### src/core/rfu_pkg.sv
// constants shared by the result and image-update register bank
// assumes word-indexed registers on a 32-bit lite bus, byte address = 4*index
package rfu_pkg;
  // bus geometry and answers
  localparam int ADDR_W = 9;
  localparam logic [1:0] RESP_OKAY = 2'h0;
  localparam logic [1:0] RESP_DECERR = 2'h3;

  // register indices, byte address is four times the index
  localparam logic [6:0] IDX_OFFSET = 7'h38;
  localparam logic [6:0] IDX_LUX_HI = 7'h3C;
  localparam logic [6:0] IDX_LUX_LO = 7'h3D;
  localparam logic [6:0] IDX_CCT_HI = 7'h3E;
  localparam logic [6:0] IDX_CCT_LO = 7'h3F;
  localparam logic [6:0] IDX_CTRL = 7'h48;
  localparam logic [6:0] IDX_CNT_HI = 7'h49;
  localparam logic [6:0] IDX_CNT_LO = 7'h4A;
  localparam logic [6:0] IDX_PAYLOAD = 7'h4B;

  // control byte bit positions
  localparam int CTRL_START = 7;
  localparam int CTRL_STOP = 6;
  localparam int CTRL_DONE = 5;
  localparam int CTRL_LOCK = 4;
  localparam int CTRL_SWITCH = 3;
  localparam int CTRL_FIRST = 2;
  localparam int CTRL_ERR = 1;
  localparam int CTRL_CHK = 0;

  // image geometry in external flash
  localparam logic [23:0] IMG1_BASE = 24'h012000;
  localparam logic [23:0] IMG2_BASE = 24'h022000;
  localparam logic [15:0] IMAGE_BYTES = 16'hE000;
  localparam logic [15:0] COUNT_RST = 16'h0000;
  localparam logic [7:0] PAYLOAD_RST = 8'h00;

  // update sequencer states
  typedef enum logic [2:0] {
    RFU_IDLE = 3'b001,
    RFU_RECV = 3'b010,
    RFU_DONE = 3'b100
  } rfu_fw_e;
endpackage

### src/core/rfu_snapshot.sv
// result snapshot register with a hold for split high/low reads
// assumes update, sample and hold strobes come from the aclk domain
`timescale 1ns/1ps
`default_nettype none
module rfu_snapshot #(
  parameter int W = 16
) (
  input wire logic aclk,
  input wire logic aresetn,
  input wire logic update,
  input wire logic [W-1:0] sample,
  input wire logic hold_set,
  input wire logic hold_clr,
  output logic [W-1:0] value,
  output logic held
);
  typedef struct packed {
    logic [W-1:0] value;
    logic held;
  } rfu_snap_s;
  rfu_snap_s q;
  rfu_snap_s n;

  // a fresh result is dropped while held; the next one refills it
  always_comb begin
    n = q;
    if (update && !q.held && !hold_set) begin
      n.value = sample;
    end
    if (hold_set) begin
      n.held = 1'b1;
    end else if (hold_clr) begin
      n.held = 1'b0;
    end
  end

  always_ff @(posedge aclk) begin
    if (!aresetn) begin
      q <= '0;
    end else begin
      q <= n;
    end
  end

  assign value = q.value;
  assign held = q.held;
endmodule // rfu_snapshot
`default_nettype wire

### src/core/rfu_flash_port.sv
// one-byte holding stage toward the flash programming engine
// assumes the engine runs on aclk and answers with a ready level
`timescale 1ns/1ps
`default_nettype none
module rfu_flash_port (
  input wire logic aclk,
  input wire logic aresetn,
  input wire logic push,
  input wire logic [23:0] push_addr,
  input wire logic [7:0] push_data,
  input wire logic flash_ready,
  output logic flash_valid,
  output logic [23:0] flash_addr,
  output logic [7:0] flash_data
);
  typedef struct packed {
    logic valid;
    logic [23:0] addr;
    logic [7:0] data;
  } rfu_port_s;
  rfu_port_s q;
  rfu_port_s n;

  // a push may replace a byte only in the cycle it is taken
  always_comb begin
    n = q;
    if (push) begin
      n.valid = 1'b1;
      n.addr = push_addr;
      n.data = push_data;
    end else if (flash_ready) begin
      n.valid = 1'b0;
    end
  end

  always_ff @(posedge aclk) begin
    if (!aresetn) begin
      q <= '0;
    end else begin
      q <= n;
    end
  end

  assign flash_valid = q.valid;
  assign flash_addr = q.addr;
  assign flash_data = q.data;
endmodule // rfu_flash_port
`default_nettype wire

### src/core/rfu_regs.sv
// result and image-update register bank behind an AXI4-Lite slave
// assumes results and flash engine share aclk; flash ready is a level
//
// Notes on behaviour
// - chromaticity offset float readable at index 0x38
// - illuminance 16 bit, high 0x3C, low 0x3D
// - colour temperature 16 bit, high 0x3E, low 0x3F
// - images stored at 0x12000 and 0x22000
// - image complete only after all 56k bytes
// - start bit 7 enters update configuration once
// - stop bit 6 returns sequencer to idle
// - bit 5 shows every image byte received
// - bit 4 locks current image for next start
// - switch bit 3 exchanges the selected image
// - bit 2 high while first image active
// - bit 1 flags an update error
// - bit 0 reports inactive image checksum valid
// - byte counter readable at 0x49/0x4A, resets zero
// - payload port 0x4B takes one byte per write
//
// The AXI4-Lite interface to the registers was left to the implementer.
`timescale 1ns/1ps
`default_nettype none
module rfu_regs #(
  parameter logic [15:0] IMAGE_SIZE = rfu_pkg::IMAGE_BYTES
) (
  input wire logic aclk,
  input wire logic aresetn,
  input wire logic [rfu_pkg::ADDR_W-1:0] s_axi_awaddr,
  input wire logic s_axi_awvalid,
  output logic s_axi_awready,
  input wire logic [31:0] s_axi_wdata,
  input wire logic [3:0] s_axi_wstrb,
  input wire logic s_axi_wvalid,
  output logic s_axi_wready,
  output logic [1:0] s_axi_bresp,
  output logic s_axi_bvalid,
  input wire logic s_axi_bready,
  input wire logic [rfu_pkg::ADDR_W-1:0] s_axi_araddr,
  input wire logic s_axi_arvalid,
  output logic s_axi_arready,
  output logic [31:0] s_axi_rdata,
  output logic [1:0] s_axi_rresp,
  output logic s_axi_rvalid,
  input wire logic s_axi_rready,
  input wire logic result_update,
  input wire logic [31:0] offset_value,
  input wire logic [15:0] lux_value,
  input wire logic [15:0] cct_value,
  input wire logic flash_ready,
  output logic flash_valid,
  output logic [23:0] flash_addr,
  output logic [7:0] flash_data,
  output logic boot_lock,
  output logic first_image_active
);
  import rfu_pkg::*;

  typedef struct packed {
    logic awready;
    logic wready;
    logic bvalid;
    logic [1:0] bresp;
    logic arready;
    logic rvalid;
    logic [1:0] rresp;
    logic [31:0] rdata;
    logic aw_got;
    logic w_got;
    logic [6:0] widx;
    logic [7:0] wbyte;
    logic wlane;
    rfu_fw_e state;
    logic [15:0] count;
    logic complete;
    logic err;
    logic lock;
    logic first_act;
    logic [1:0] chk_ok;
    logic [7:0] sum;
    logic [7:0] payload;
  } rfu_top_s;

  localparam rfu_top_s RST = '{
    awready: 1'b1, wready: 1'b1, arready: 1'b1, state: RFU_IDLE,
    first_act: 1'b1, count: COUNT_RST, payload: PAYLOAD_RST, default: '0};

  rfu_top_s q;
  rfu_top_s n;
  logic [6:0] ridx;
  logic rd_fire;
  logic wr_fire;
  logic push;
  logic [23:0] push_addr;
  logic lux_hi_rd;
  logic lux_lo_rd;
  logic cct_hi_rd;
  logic cct_lo_rd;
  logic [31:0] offset_snap;
  logic [15:0] lux_snap;
  logic [15:0] cct_snap;
  logic lux_held;
  logic cct_held;

  // read decode strobes, combinational so the hold lands with the read
  assign ridx = s_axi_araddr[ADDR_W-1:2];
  assign rd_fire = s_axi_arvalid && q.arready;
  assign wr_fire = q.aw_got && q.w_got && !q.bvalid;
  assign lux_hi_rd = rd_fire && (ridx == IDX_LUX_HI);
  assign lux_lo_rd = rd_fire && (ridx == IDX_LUX_LO);
  assign cct_hi_rd = rd_fire && (ridx == IDX_CCT_HI);
  assign cct_lo_rd = rd_fire && (ridx == IDX_CCT_LO);
  assign push_addr = (q.first_act ? IMG2_BASE : IMG1_BASE) + {8'h00, q.count};

  // word result is read in one beat, so it never needs a hold
  rfu_snapshot #(.W(32)) u_offset (
    .aclk(aclk),
    .aresetn(aresetn),
    .update(result_update),
    .sample(offset_value),
    .hold_set(1'b0),
    .hold_clr(1'b0),
    .value(offset_snap),
    .held()
  );

  rfu_snapshot #(.W(16)) u_lux (
    .aclk(aclk),
    .aresetn(aresetn),
    .update(result_update),
    .sample(lux_value),
    .hold_set(lux_hi_rd),
    .hold_clr(lux_lo_rd),
    .value(lux_snap),
    .held(lux_held)
  );

  rfu_snapshot #(.W(16)) u_cct (
    .aclk(aclk),
    .aresetn(aresetn),
    .update(result_update),
    .sample(cct_value),
    .hold_set(cct_hi_rd),
    .hold_clr(cct_lo_rd),
    .value(cct_snap),
    .held(cct_held)
  );

  rfu_flash_port u_port (
    .aclk(aclk),
    .aresetn(aresetn),
    .push(push),
    .push_addr(push_addr),
    .push_data(q.wbyte),
    .flash_ready(flash_ready),
    .flash_valid(flash_valid),
    .flash_addr(flash_addr),
    .flash_data(flash_data)
  );

  // bus channels, control writes, payload intake and read mux
  always_comb begin
    n = q;
    push = 1'b0;
    if (s_axi_awvalid && q.awready) begin
      n.aw_got = 1'b1;
      n.widx = s_axi_awaddr[ADDR_W-1:2];
    end
    if (s_axi_wvalid && q.wready) begin
      n.w_got = 1'b1;
      n.wbyte = s_axi_wdata[7:0];
      n.wlane = s_axi_wstrb[0];
    end
    if (q.bvalid && s_axi_bready) begin
      n.bvalid = 1'b0;
    end
    if (wr_fire) begin
      n.aw_got = 1'b0;
      n.w_got = 1'b0;
      n.bvalid = 1'b1;
      n.bresp = RESP_OKAY;
      case (q.widx)
        IDX_CTRL: begin
          if (q.wlane) begin
            if (q.wbyte[CTRL_STOP]) begin
              n.state = RFU_IDLE;
              n.count = COUNT_RST;
              n.complete = 1'b0;
              n.err = 1'b0;
              n.sum = 8'h00;
            end else if (q.wbyte[CTRL_START] && q.state == RFU_IDLE) begin
              n.state = RFU_RECV;
              n.count = COUNT_RST;
              n.complete = 1'b0;
              n.err = 1'b0;
              n.sum = 8'h00;
              n.chk_ok[q.first_act] = 1'b0;
            end
            n.lock = q.wbyte[CTRL_LOCK];
            if (q.wbyte[CTRL_SWITCH] && q.state != RFU_RECV &&
                !q.wbyte[CTRL_STOP] && !q.wbyte[CTRL_START]) begin
              n.first_act = !q.first_act;
            end
          end
        end
        IDX_PAYLOAD: begin
          if (q.wlane) begin
            n.payload = q.wbyte;
            if (q.state == RFU_RECV) begin
              if (flash_valid && !flash_ready) begin
                n.err = 1'b1;
              end else begin
                push = 1'b1;
                n.count = q.count + 16'h0001;
                n.sum = q.sum + q.wbyte;
                if (q.count == IMAGE_SIZE - 16'h0001) begin
                  n.complete = 1'b1;
                  n.state = RFU_DONE;
                  n.chk_ok[q.first_act] = (q.sum + q.wbyte) == 8'h00;
                end
              end
            end else if (q.state == RFU_IDLE) begin
              n.err = 1'b1;
            end
          end
        end
        IDX_OFFSET, IDX_LUX_HI, IDX_LUX_LO, IDX_CCT_HI, IDX_CCT_LO,
        IDX_CNT_HI, IDX_CNT_LO: begin
          n.bresp = RESP_OKAY;
        end
        default: begin
          n.bresp = RESP_DECERR;
        end
      endcase
    end
    n.awready = !n.aw_got && !n.bvalid;
    n.wready = !n.w_got && !n.bvalid;
    if (q.rvalid && s_axi_rready) begin
      n.rvalid = 1'b0;
    end
    if (rd_fire) begin
      n.rvalid = 1'b1;
      n.rresp = RESP_OKAY;
      n.rdata = 32'h00000000;
      case (ridx)
        IDX_OFFSET: n.rdata = offset_snap;
        IDX_LUX_HI: n.rdata[7:0] = lux_snap[15:8];
        IDX_LUX_LO: n.rdata[7:0] = lux_snap[7:0];
        IDX_CCT_HI: n.rdata[7:0] = cct_snap[15:8];
        IDX_CCT_LO: n.rdata[7:0] = cct_snap[7:0];
        IDX_CTRL: begin
          n.rdata[CTRL_START] = q.state != RFU_IDLE;
          n.rdata[CTRL_DONE] = q.complete;
          n.rdata[CTRL_LOCK] = q.lock;
          n.rdata[CTRL_FIRST] = q.first_act;
          n.rdata[CTRL_ERR] = q.err;
          n.rdata[CTRL_CHK] = q.chk_ok[q.first_act];
        end
        IDX_CNT_HI: n.rdata[7:0] = q.count[15:8];
        IDX_CNT_LO: n.rdata[7:0] = q.count[7:0];
        IDX_PAYLOAD: n.rdata[7:0] = q.payload;
        default: n.rresp = RESP_DECERR;
      endcase
    end
    n.arready = !n.rvalid;
  end

  // single register stage for all bank state outside the snapshots and the flash port
  always_ff @(posedge aclk) begin
    if (!aresetn) begin
      q <= RST;
    end else begin
      q <= n;
    end
  end

  assign s_axi_awready = q.awready;
  assign s_axi_wready = q.wready;
  assign s_axi_bvalid = q.bvalid;
  assign s_axi_bresp = q.bresp;
  assign s_axi_arready = q.arready;
  assign s_axi_rvalid = q.rvalid;
  assign s_axi_rdata = q.rdata;
  assign s_axi_rresp = q.rresp;
  assign boot_lock = q.lock;
  assign first_image_active = q.first_act;
endmodule // rfu_regs
`default_nettype wire

### config.mk
export PLATFORM = sky130hd
export DESIGN_NAME = rfu_regs
export DESIGN_NICKNAME = d
export VERILOG_FILES = /design/src/core/rfu_pkg.sv /design/src/core/rfu_snapshot.sv /design/src/core/rfu_flash_port.sv /design/src/core/rfu_regs.sv
export SDC_FILE = /design/constraint.sdc
export NUM_CORES = 1
export LEC_CHECK = 0
export BUFFER_PORTS_ARGS = -buffer_cell sky130_fd_sc_hd__buf_2
export CAP_MARGIN = 10
export CORE_ASPECT_RATIO = 0.5
export CORE_MARGIN = 1.5
export CORE_UTILIZATION = 55
export CTS_BUF_LIST = sky130_fd_sc_hd__clkbuf_16
export CTS_CLUSTER_DIAMETER = 150
export DETAILED_ROUTE_END_ITERATION = 8
export PLACE_DENSITY = 0.81
export SLEW_MARGIN = 20
export SYNTH_ARGS = -nofsm -noshare
export SYNTH_HDL_FRONTEND = slang
export SYNTH_HIERARCHICAL = 1
export SYNTH_SLANG_ARGS = --single-unit
### constraint.sdc
create_clock -name aclk -period 2.71 [get_ports aclk]
set_input_delay 0.1355 -clock aclk [delete_from_list [all_inputs] [get_ports aclk]]
set_output_delay 0.1355 -clock aclk [all_outputs]
set_load 0.02 [all_outputs]
==> metrics, run 1 <==
fmax 0.4004 GHz; Fin. Hold Viols 0; Switching Fraction 26.39%; worst-margin pin slew 702.7 ps; Hold Startpoint s_axi_awaddr[2]; remaining routing DRC violations 0; Crit Path Max Fanout 18; global placement routability congestion 0.8978; most frequent cells in the layout nand2_1, dfxtp_1, buf_2, mux2i_1, dlygate4sd3_1; Post-Route Skew 12.52 ps; Fin Setup TNS 0 ps; warnings from Yosys 6; combinational power share 9.7%; PortBufs 171; Net Switching 1.605 mW; R2R Path End q[31]$_SDFFE_PN0P_; Antenna Nets Post-Route 0; first-pass GRT wire length 37.32 mm; CTS tree yes; dpl cells 1361; Final #Nets 1369; Starting Density 56.77%; HPWL Detailed 15.56 mm; Synth top area share 41.96%; Max Buffers Root-to-Sink 2; clock latency on the worst-skew pair 440 ps; Hold Path Depth 3; Seq pwr share 50.0%; Inserted Clock Buffers 17; die area 17930 µm²; pre-CTS WS 127.9 ps; I/O pin cnt 203; H-tree depth 4; ranking of synthesized cells by area dfxtp_1, mux2i_1, nand2_1; final non-filler cell total 1473; Die W 187.9 µm; clk slew on worst S/H paths 70 ps; clk sink count 197; number of synthesized flops with an enable pin 0; R2R Setup Slk 210 ps; Clk pwr share 40.3%; synthesized instance count 1038; Root Buffer clkbuf_16; count of pins over their slew limit 0; 1st-iter DRT viols 636; peak supply drop 472.8 µV; Static Leakage 4.709 nW; CP Data Required Time 3010 ps; Max Cap Viol 0; status completed; Worst setup EP type register; Post-DP Area 10060 µm²; syn avg cell area 9.055 µm²; # Post-CTS Setup Buffers 0; crit share post-route 92.17%; Seq/Total Area, Yosys 41.96%; largest net degree at the start of global routing 78; async set-or-reset flop fraction in the synthesized netlist 0%; R2R cell count 5; Max-slew headroom 53.16%; Total Routed Length 23.59 mm; row count 33; Final setup viols 0; Power Dens Cells 533.0 nW/µm²; CP startpoint kind register; drt wl/cell 16.02 µm; fin worst setup slack 212.2 ps; Cell Area, Synth 9399 µm²; DIE HEIGHT 95.44 µm; grt ovf 0; data arrival time of the worst path 2790 ps; fillcell total 1258; vias in the first global route 7502; largest area contributor in the netlist dfxtp_1; commonest non-fill, non-tap cell in the layout nand2_1; layout cells sized above 1 20.56%; Area Growth Syn to Fin 21.41%; DRT Pass-1 Iters 6; antenna violations before repair 1; post-synth cell types 73; Top FF cell, synth dfxtp_1; hold endpoint q[50]$_SDFFE_PN0P_; post-DR vias/cell 5.485; Internal Power 4.477 mW; worst hold path type in -> reg; Crit Path Class reg -> reg; worst r2r src q[39]$_SDFFE_PN0P_; FF+latch count, synth 197; final instance area 11410 µm²; GRT Resource Usage Total 26.17%; vias 8079; total core area 16560 µm²; min Tclk post-route 2498 ps; RSZ-0062 raised after global routing false
sequential cells by signal, summed over array words and instances, names as in the netlist:
| signal | cells |
|---|---|
| s_axi_rresp | 1 |
| s_axi_wready | 1 |
| u_lux/value | 16 |
| s_axi_bvalid | 1 |
| u_port/flash_addr | 24 |
| first_image_active | 1 |
| s_axi_awready | 1 |
| u_port/flash_data | 8 |
| q | 56 |
| s_axi_arready | 1 |
| u_cct/held | 1 |
| u_offset/held | 1 |
| u_offset/value | 32 |
| boot_lock | 1 |
| u_cct/value | 16 |
| u_port/flash_valid | 1 |
| s_axi_rdata | 32 |
| s_axi_rvalid | 1 |
| s_axi_bresp | 1 |
| u_lux/held | 1 |
worst max-delay path by stage:
| stage | startpoint | endpoint | slack [ps] | cells past startpoint |
|---|---|---|---|---|
| 2_1_floorplan | q[42]$_SDFFE_PN0P_ | q[16]$_SDFFE_PN0P_ | 330 | 8 |
| 3_3_place_gp | q[42]$_SDFFE_PN0P_ | q[17]$_SDFFE_PN0P_ | 190 | 8 |
| 3_5_place_dp | q[42]$_SDFFE_PN0P_ | q[17]$_SDFFE_PN0P_ | 130 | 8 |
| 4_1_cts | q[42]$_SDFFE_PN0P_ | q[17]$_SDFFE_PN0P_ | 120 | 8 |
| 5_1_grt | q[52]$_SDFFE_PN0P_ | q[31]$_SDFFE_PN0P_ | 40 | 5 |
| 6_report | q[39]$_SDFFE_PN0P_ | q[31]$_SDFFE_PN0P_ | 210 | 5 |
cells in the mapped netlist, drive strengths merged (13+ instances only):
cell type / count
xor2: 13
nand3: 58
mux2i: 101
nor2: 45
nor2b: 46
nand2: 230
a21boi: 61
o21ai: 15
a22oi: 18
dfxtp: 197
nor3: 16
buf: 74
clkbuf: 32
per-layer routing:
| layer | routed length, µm | global-route usage (%) | up-vias |
|---|---|---|---|
| met2 | 11340 | 45.37 | 290 |
| li1 | - | - | 3910 |
| met4 | 331 | 8.333 | 0 |
| met5 | 0 | 0 | - |
| met1 | 10630 | 33.49 | 3842 |
| met3 | 1294 | 4.895 | 37 |
cell type report:
cell class | instances | area (µm²) | share of cell area [%]
Sequential cell | 197 | 3944 | 34.56
Multi-Input combinational cell | 737 | 4746 | 41.59
Tap cell | 227 | 284.0 | 2.489
Clock inverter | 15 | 136.4 | 1.195
Clock buffer | 17 | 425.4 | 3.728
Antenna cell | 1 | 2.502 | 0.02193
Inverter | 6 | 22.52 | 0.1974
Timing Repair Buffer | 273 | 1851 | 16.22
cell families (layout without fill, tap and decap cells):
group                      count (synthesis)  in the layout  share of synthesized area, %
AOI/OAI and AO/OA                        145            145                         11.71
adders and majority gates                 10             10                         1.411
xor gates and xnor gates                  25             25                         2.330
DFF                                      197            197                         41.96
buffers and inverters                    112            311                         8.067
other                                      1             10                       0.03990
and+or+nand+nor                          440            440                         22.52
muxes                                    108            108                         11.95
worst max-delay path: stages (launching register included):
cell and delay, ps:
dfxtp_1 410, nor3b_2 300, o2111ai_2 260, a2111o_1 720, o21ai_4 550, nor2_1 120
stage by stage:
stage	util, %	power (mW)	hold slack (ps)
2_1_floorplan	-	3.441	263.7
3_3_place_gp	60.73	3.576	384.4
3_5_place_dp	60.73	3.593	390.1
4_1_cts	68.90	6.101	9.711
5_1_grt	68.92	6.299	17.88
6_report	68.92	6.082	13.17
power groups by stage:
stage / sequential (mW) / combinational, mW / clock [mW]
final: 3.04 / 0.590 / 2.45
after global routing: 3.05 / 0.637 / 2.61
after CTS: 3.04 / 0.576 / 2.48
after detailed placement: 3.11 / 0.486 / 0
after global placement: 3.10 / 0.473 / 0
after floorplan: 3.09 / 0.352 / 0
timing repair:
action,CTS,global route
endpoints found under the hold margin,79,0
gates resized for setup,0,1
endpoints found under the setup margin,0,2
hold buffers,79,0
Note: power is estimated with default switching activity, not from simulation.
==> run 2, diff against run 1 <==
Settings changed: CORE_UTILIZATION 55 to 54, PLACE_DENSITY 0.81 to 0.91, SYNTH_HIERARCHICAL 1 to unset.
==> run 2 against run 1 <==
The run now ends with design-rule violations left. Worst setup slack lost 200 ps. Final cell count shrank 6.4%. Clock power shrank 2%. Via count grew 4.2%. Non-clock buffer count shrank 4. First-iteration DRC count grew 71%. Core utilization shrank 0.23 points. Routed wire length grew 17%. Critical path depth grew 2. Largest power group unchanged.
==> metrics, run 2 <==
most frequent cells in the layout dfxtp_1, buf_2, nand2_1, nor2_1, a21oi_1; Fin. Hold Viols 0; HPWL Detailed 14.93 mm; # Post-CTS Setup Buffers 0; Area Growth Syn to Fin 24.89%; min Tclk post-route 2697 ps; worst hold path type in -> reg; Post-Route Skew 7.952 ps; Synth top area share 45.10%; largest register by flop count q; Die W 179.7 µm; DIE HEIGHT 91.37 µm; 1st-iter DRT viols 1090; FF+latch count, synth 190; first-pass GRT wire length 42.27 mm; vias in the first global route 8105; Max-slew headroom 51.05%; warnings from Yosys 0; clock latency on the worst-skew pair 430 ps; die area 16420 µm²; Starting Density 55.00%; global placement routability congestion 0.9154; PortBufs 165; post-DR vias/cell 6.106; CP Data Required Time 3020 ps; Total Routed Length 27.57 mm; clk sink count 190; CP startpoint kind register; syn avg cell area 8.686 µm²; Crit Path Max Fanout 10; Final setup viols 0; commonest cells in the netlist dfxtp_1, nand2_1, nor2_1; Worst setup EP type register; worst hold slack 27.41 ps; vias 8420; Root Buffer clkbuf_16; crit share post-route 99.53%; antenna violations before repair 0; worst-margin pin slew 732.5 ps; failing checks design-rule violations; clk slew on worst S/H paths 70 ps; Max Buffers Root-to-Sink 2; I/O pin cnt 203; remaining routing DRC violations 1; H-tree depth 4; RSZ-0062 raised after global routing false; peak supply drop 478.2 µV; count of pins over their slew limit 0; data arrival time of the worst path 3010 ps; status finished, violations left; Antenna Nets Post-Route 0; post-synth cell types 66; fmax 0.3707 GHz; DRT Pass-1 Iters 9; Seq/Total Area, Yosys 45.10%; Power Dens Cells 565.7 nW/µm²; Max Cap Viol 0; Top FF cell, synth dfxtp_1; Static Leakage 4.460 nW; diode count 0; Final #Nets 1299; ranking of synthesized cells by area dfxtp_1, mux2i_1, nand2_1; row count 32; layout cells sized above 1 20.68%; largest net degree at the start of global routing 72; Crit Path Class reg -> reg; largest area contributor in the netlist dfxtp_1; drt wl/cell 19.99 µm; Cell Area, Synth 8434 µm²; fillcell total 1003; total core area 15330 µm²; Fin Setup TNS 0 ps; most common cell in the netlist dfxtp_1; CTS tree yes; grt ovf 0; async set-or-reset flop fraction in the synthesized netlist 0%; max reg flops 56; number of synthesized flops with an enable pin 0; commonest non-fill, non-tap cell in the layout dfxtp_1; synthesized instance count 971; GRT Resource Usage Total 32.64%; Inserted Clock Buffers 17
## run 2: changes by cell type in the layout (fill, tap and decap cells not counted), moves of 21 or more
cell      change
mux2i_1      -21
nor2b_1      -39
nor2_1       +82
nand2_1      -85
a21boi_0     -61
a21oi_1      +74
## run 2: area by class of cell
type | instances | area [µm²] | share of cell area, %
sequential | 190 | 3804 | 36.11
timing repair buffer | 269 | 1822 | 17.29
clock buffer | 17 | 425.4 | 4.038
clock inverter | 15 | 133.9 | 1.271
inverter | 8 | 32.53 | 0.3088
multi-input combinational | 676 | 4061 | 38.56
tap | 204 | 255.2 | 2.423
## run 2: worst paths after layout
path | slack, ps | endpoint | from | cells past startpoint
hold / removal | 30 | u_port.flash_valid$_SDFFE_PN0P_ | flash_ready | 3
setup reg to reg | 10 | q[31]$_SDFFE_PN0P_ | q[38]$_SDFFE_PN1P_ | 7
hold reg to reg | 450 | s_axi_rdata[11]$_SDFFE_PN0P_ | s_axi_rdata[11]$_SDFFE_PN0P_ | 2
setup / recovery | 10 | q[31]$_SDFFE_PN0P_ | q[38]$_SDFFE_PN1P_ | 7
## run 2: cells by family after synthesis
| group | after synthesis | share of synthesized area, % |
|---|---|---|
| adders and majority gates | 10 | 1.573 |
| AOI/OAI and AO/OA | 175 | 12.97 |
| xor gates and xnor gates | 24 | 2.492 |
| DFF | 190 | 45.10 |
| muxes | 84 | 10.03 |
| buffers and inverters | 110 | 7.254 |
| and+or+nand+nor | 377 | 20.55 |
| other | 1 | 0.04446 |
## run 2: routing by layer
| layer | vias to the layer above | part of all wire, % | track usage, % |
|---|---|---|---|
| met5 | - | 0 | 0 |
| met4 | 0 | 7.6 | 22.15 |
| met3 | 223 | 11 | 8.584 |
| met2 | 649 | 44 | 51.44 |
| met1 | 3864 | 38 | 39.44 |
| li1 | 3684 | - | - |
## run 2: through the flow
| stage | utilization, % | area, µm² | cells | worst slack (ps) | total power, mW |
|---|---|---|---|---|---|
| 2_1_floorplan | - | 8453 | 976 | 580.3 | 3.292 |
| 3_3_place_gp | 59.67 | 9150 | 1266 | 454.9 | 3.441 |
| 3_5_place_dp | 59.67 | 9150 | 1266 | 393.6 | 3.461 |
| 5_1_grt | 68.69 | 10530 | 1379 | 16.43 | 6.118 |
| 4_1_cts | 68.60 | 10520 | 1379 | 371.0 | 5.897 |
| 6_report | 68.69 | 10530 | 1379 | 12.72 | 5.959 |
## run 2: power breakdown
group	switching, mW	internal, mW
sequential	0.0710	2.88
clock	1.21	1.21
combinational	0.336	0.262
total	1.61	4.35
## run 2: worst max-delay path: stages, from the launching register on
cell and delay (ps):
dfxtp_1 480, nor4bb_2 630, o211ai_1 260, a211o_1 340
buf_4 210, nor3_2 300, xnor2_1 260, nor2_1 90
## run 2: repair_timing
action / in CTS / in global routing
resized for setup: 0 / 1
endpoints found under the setup margin: 0 / 1
endpoints found under the hold margin: 81 / 0
hold buffers: 81 / 0
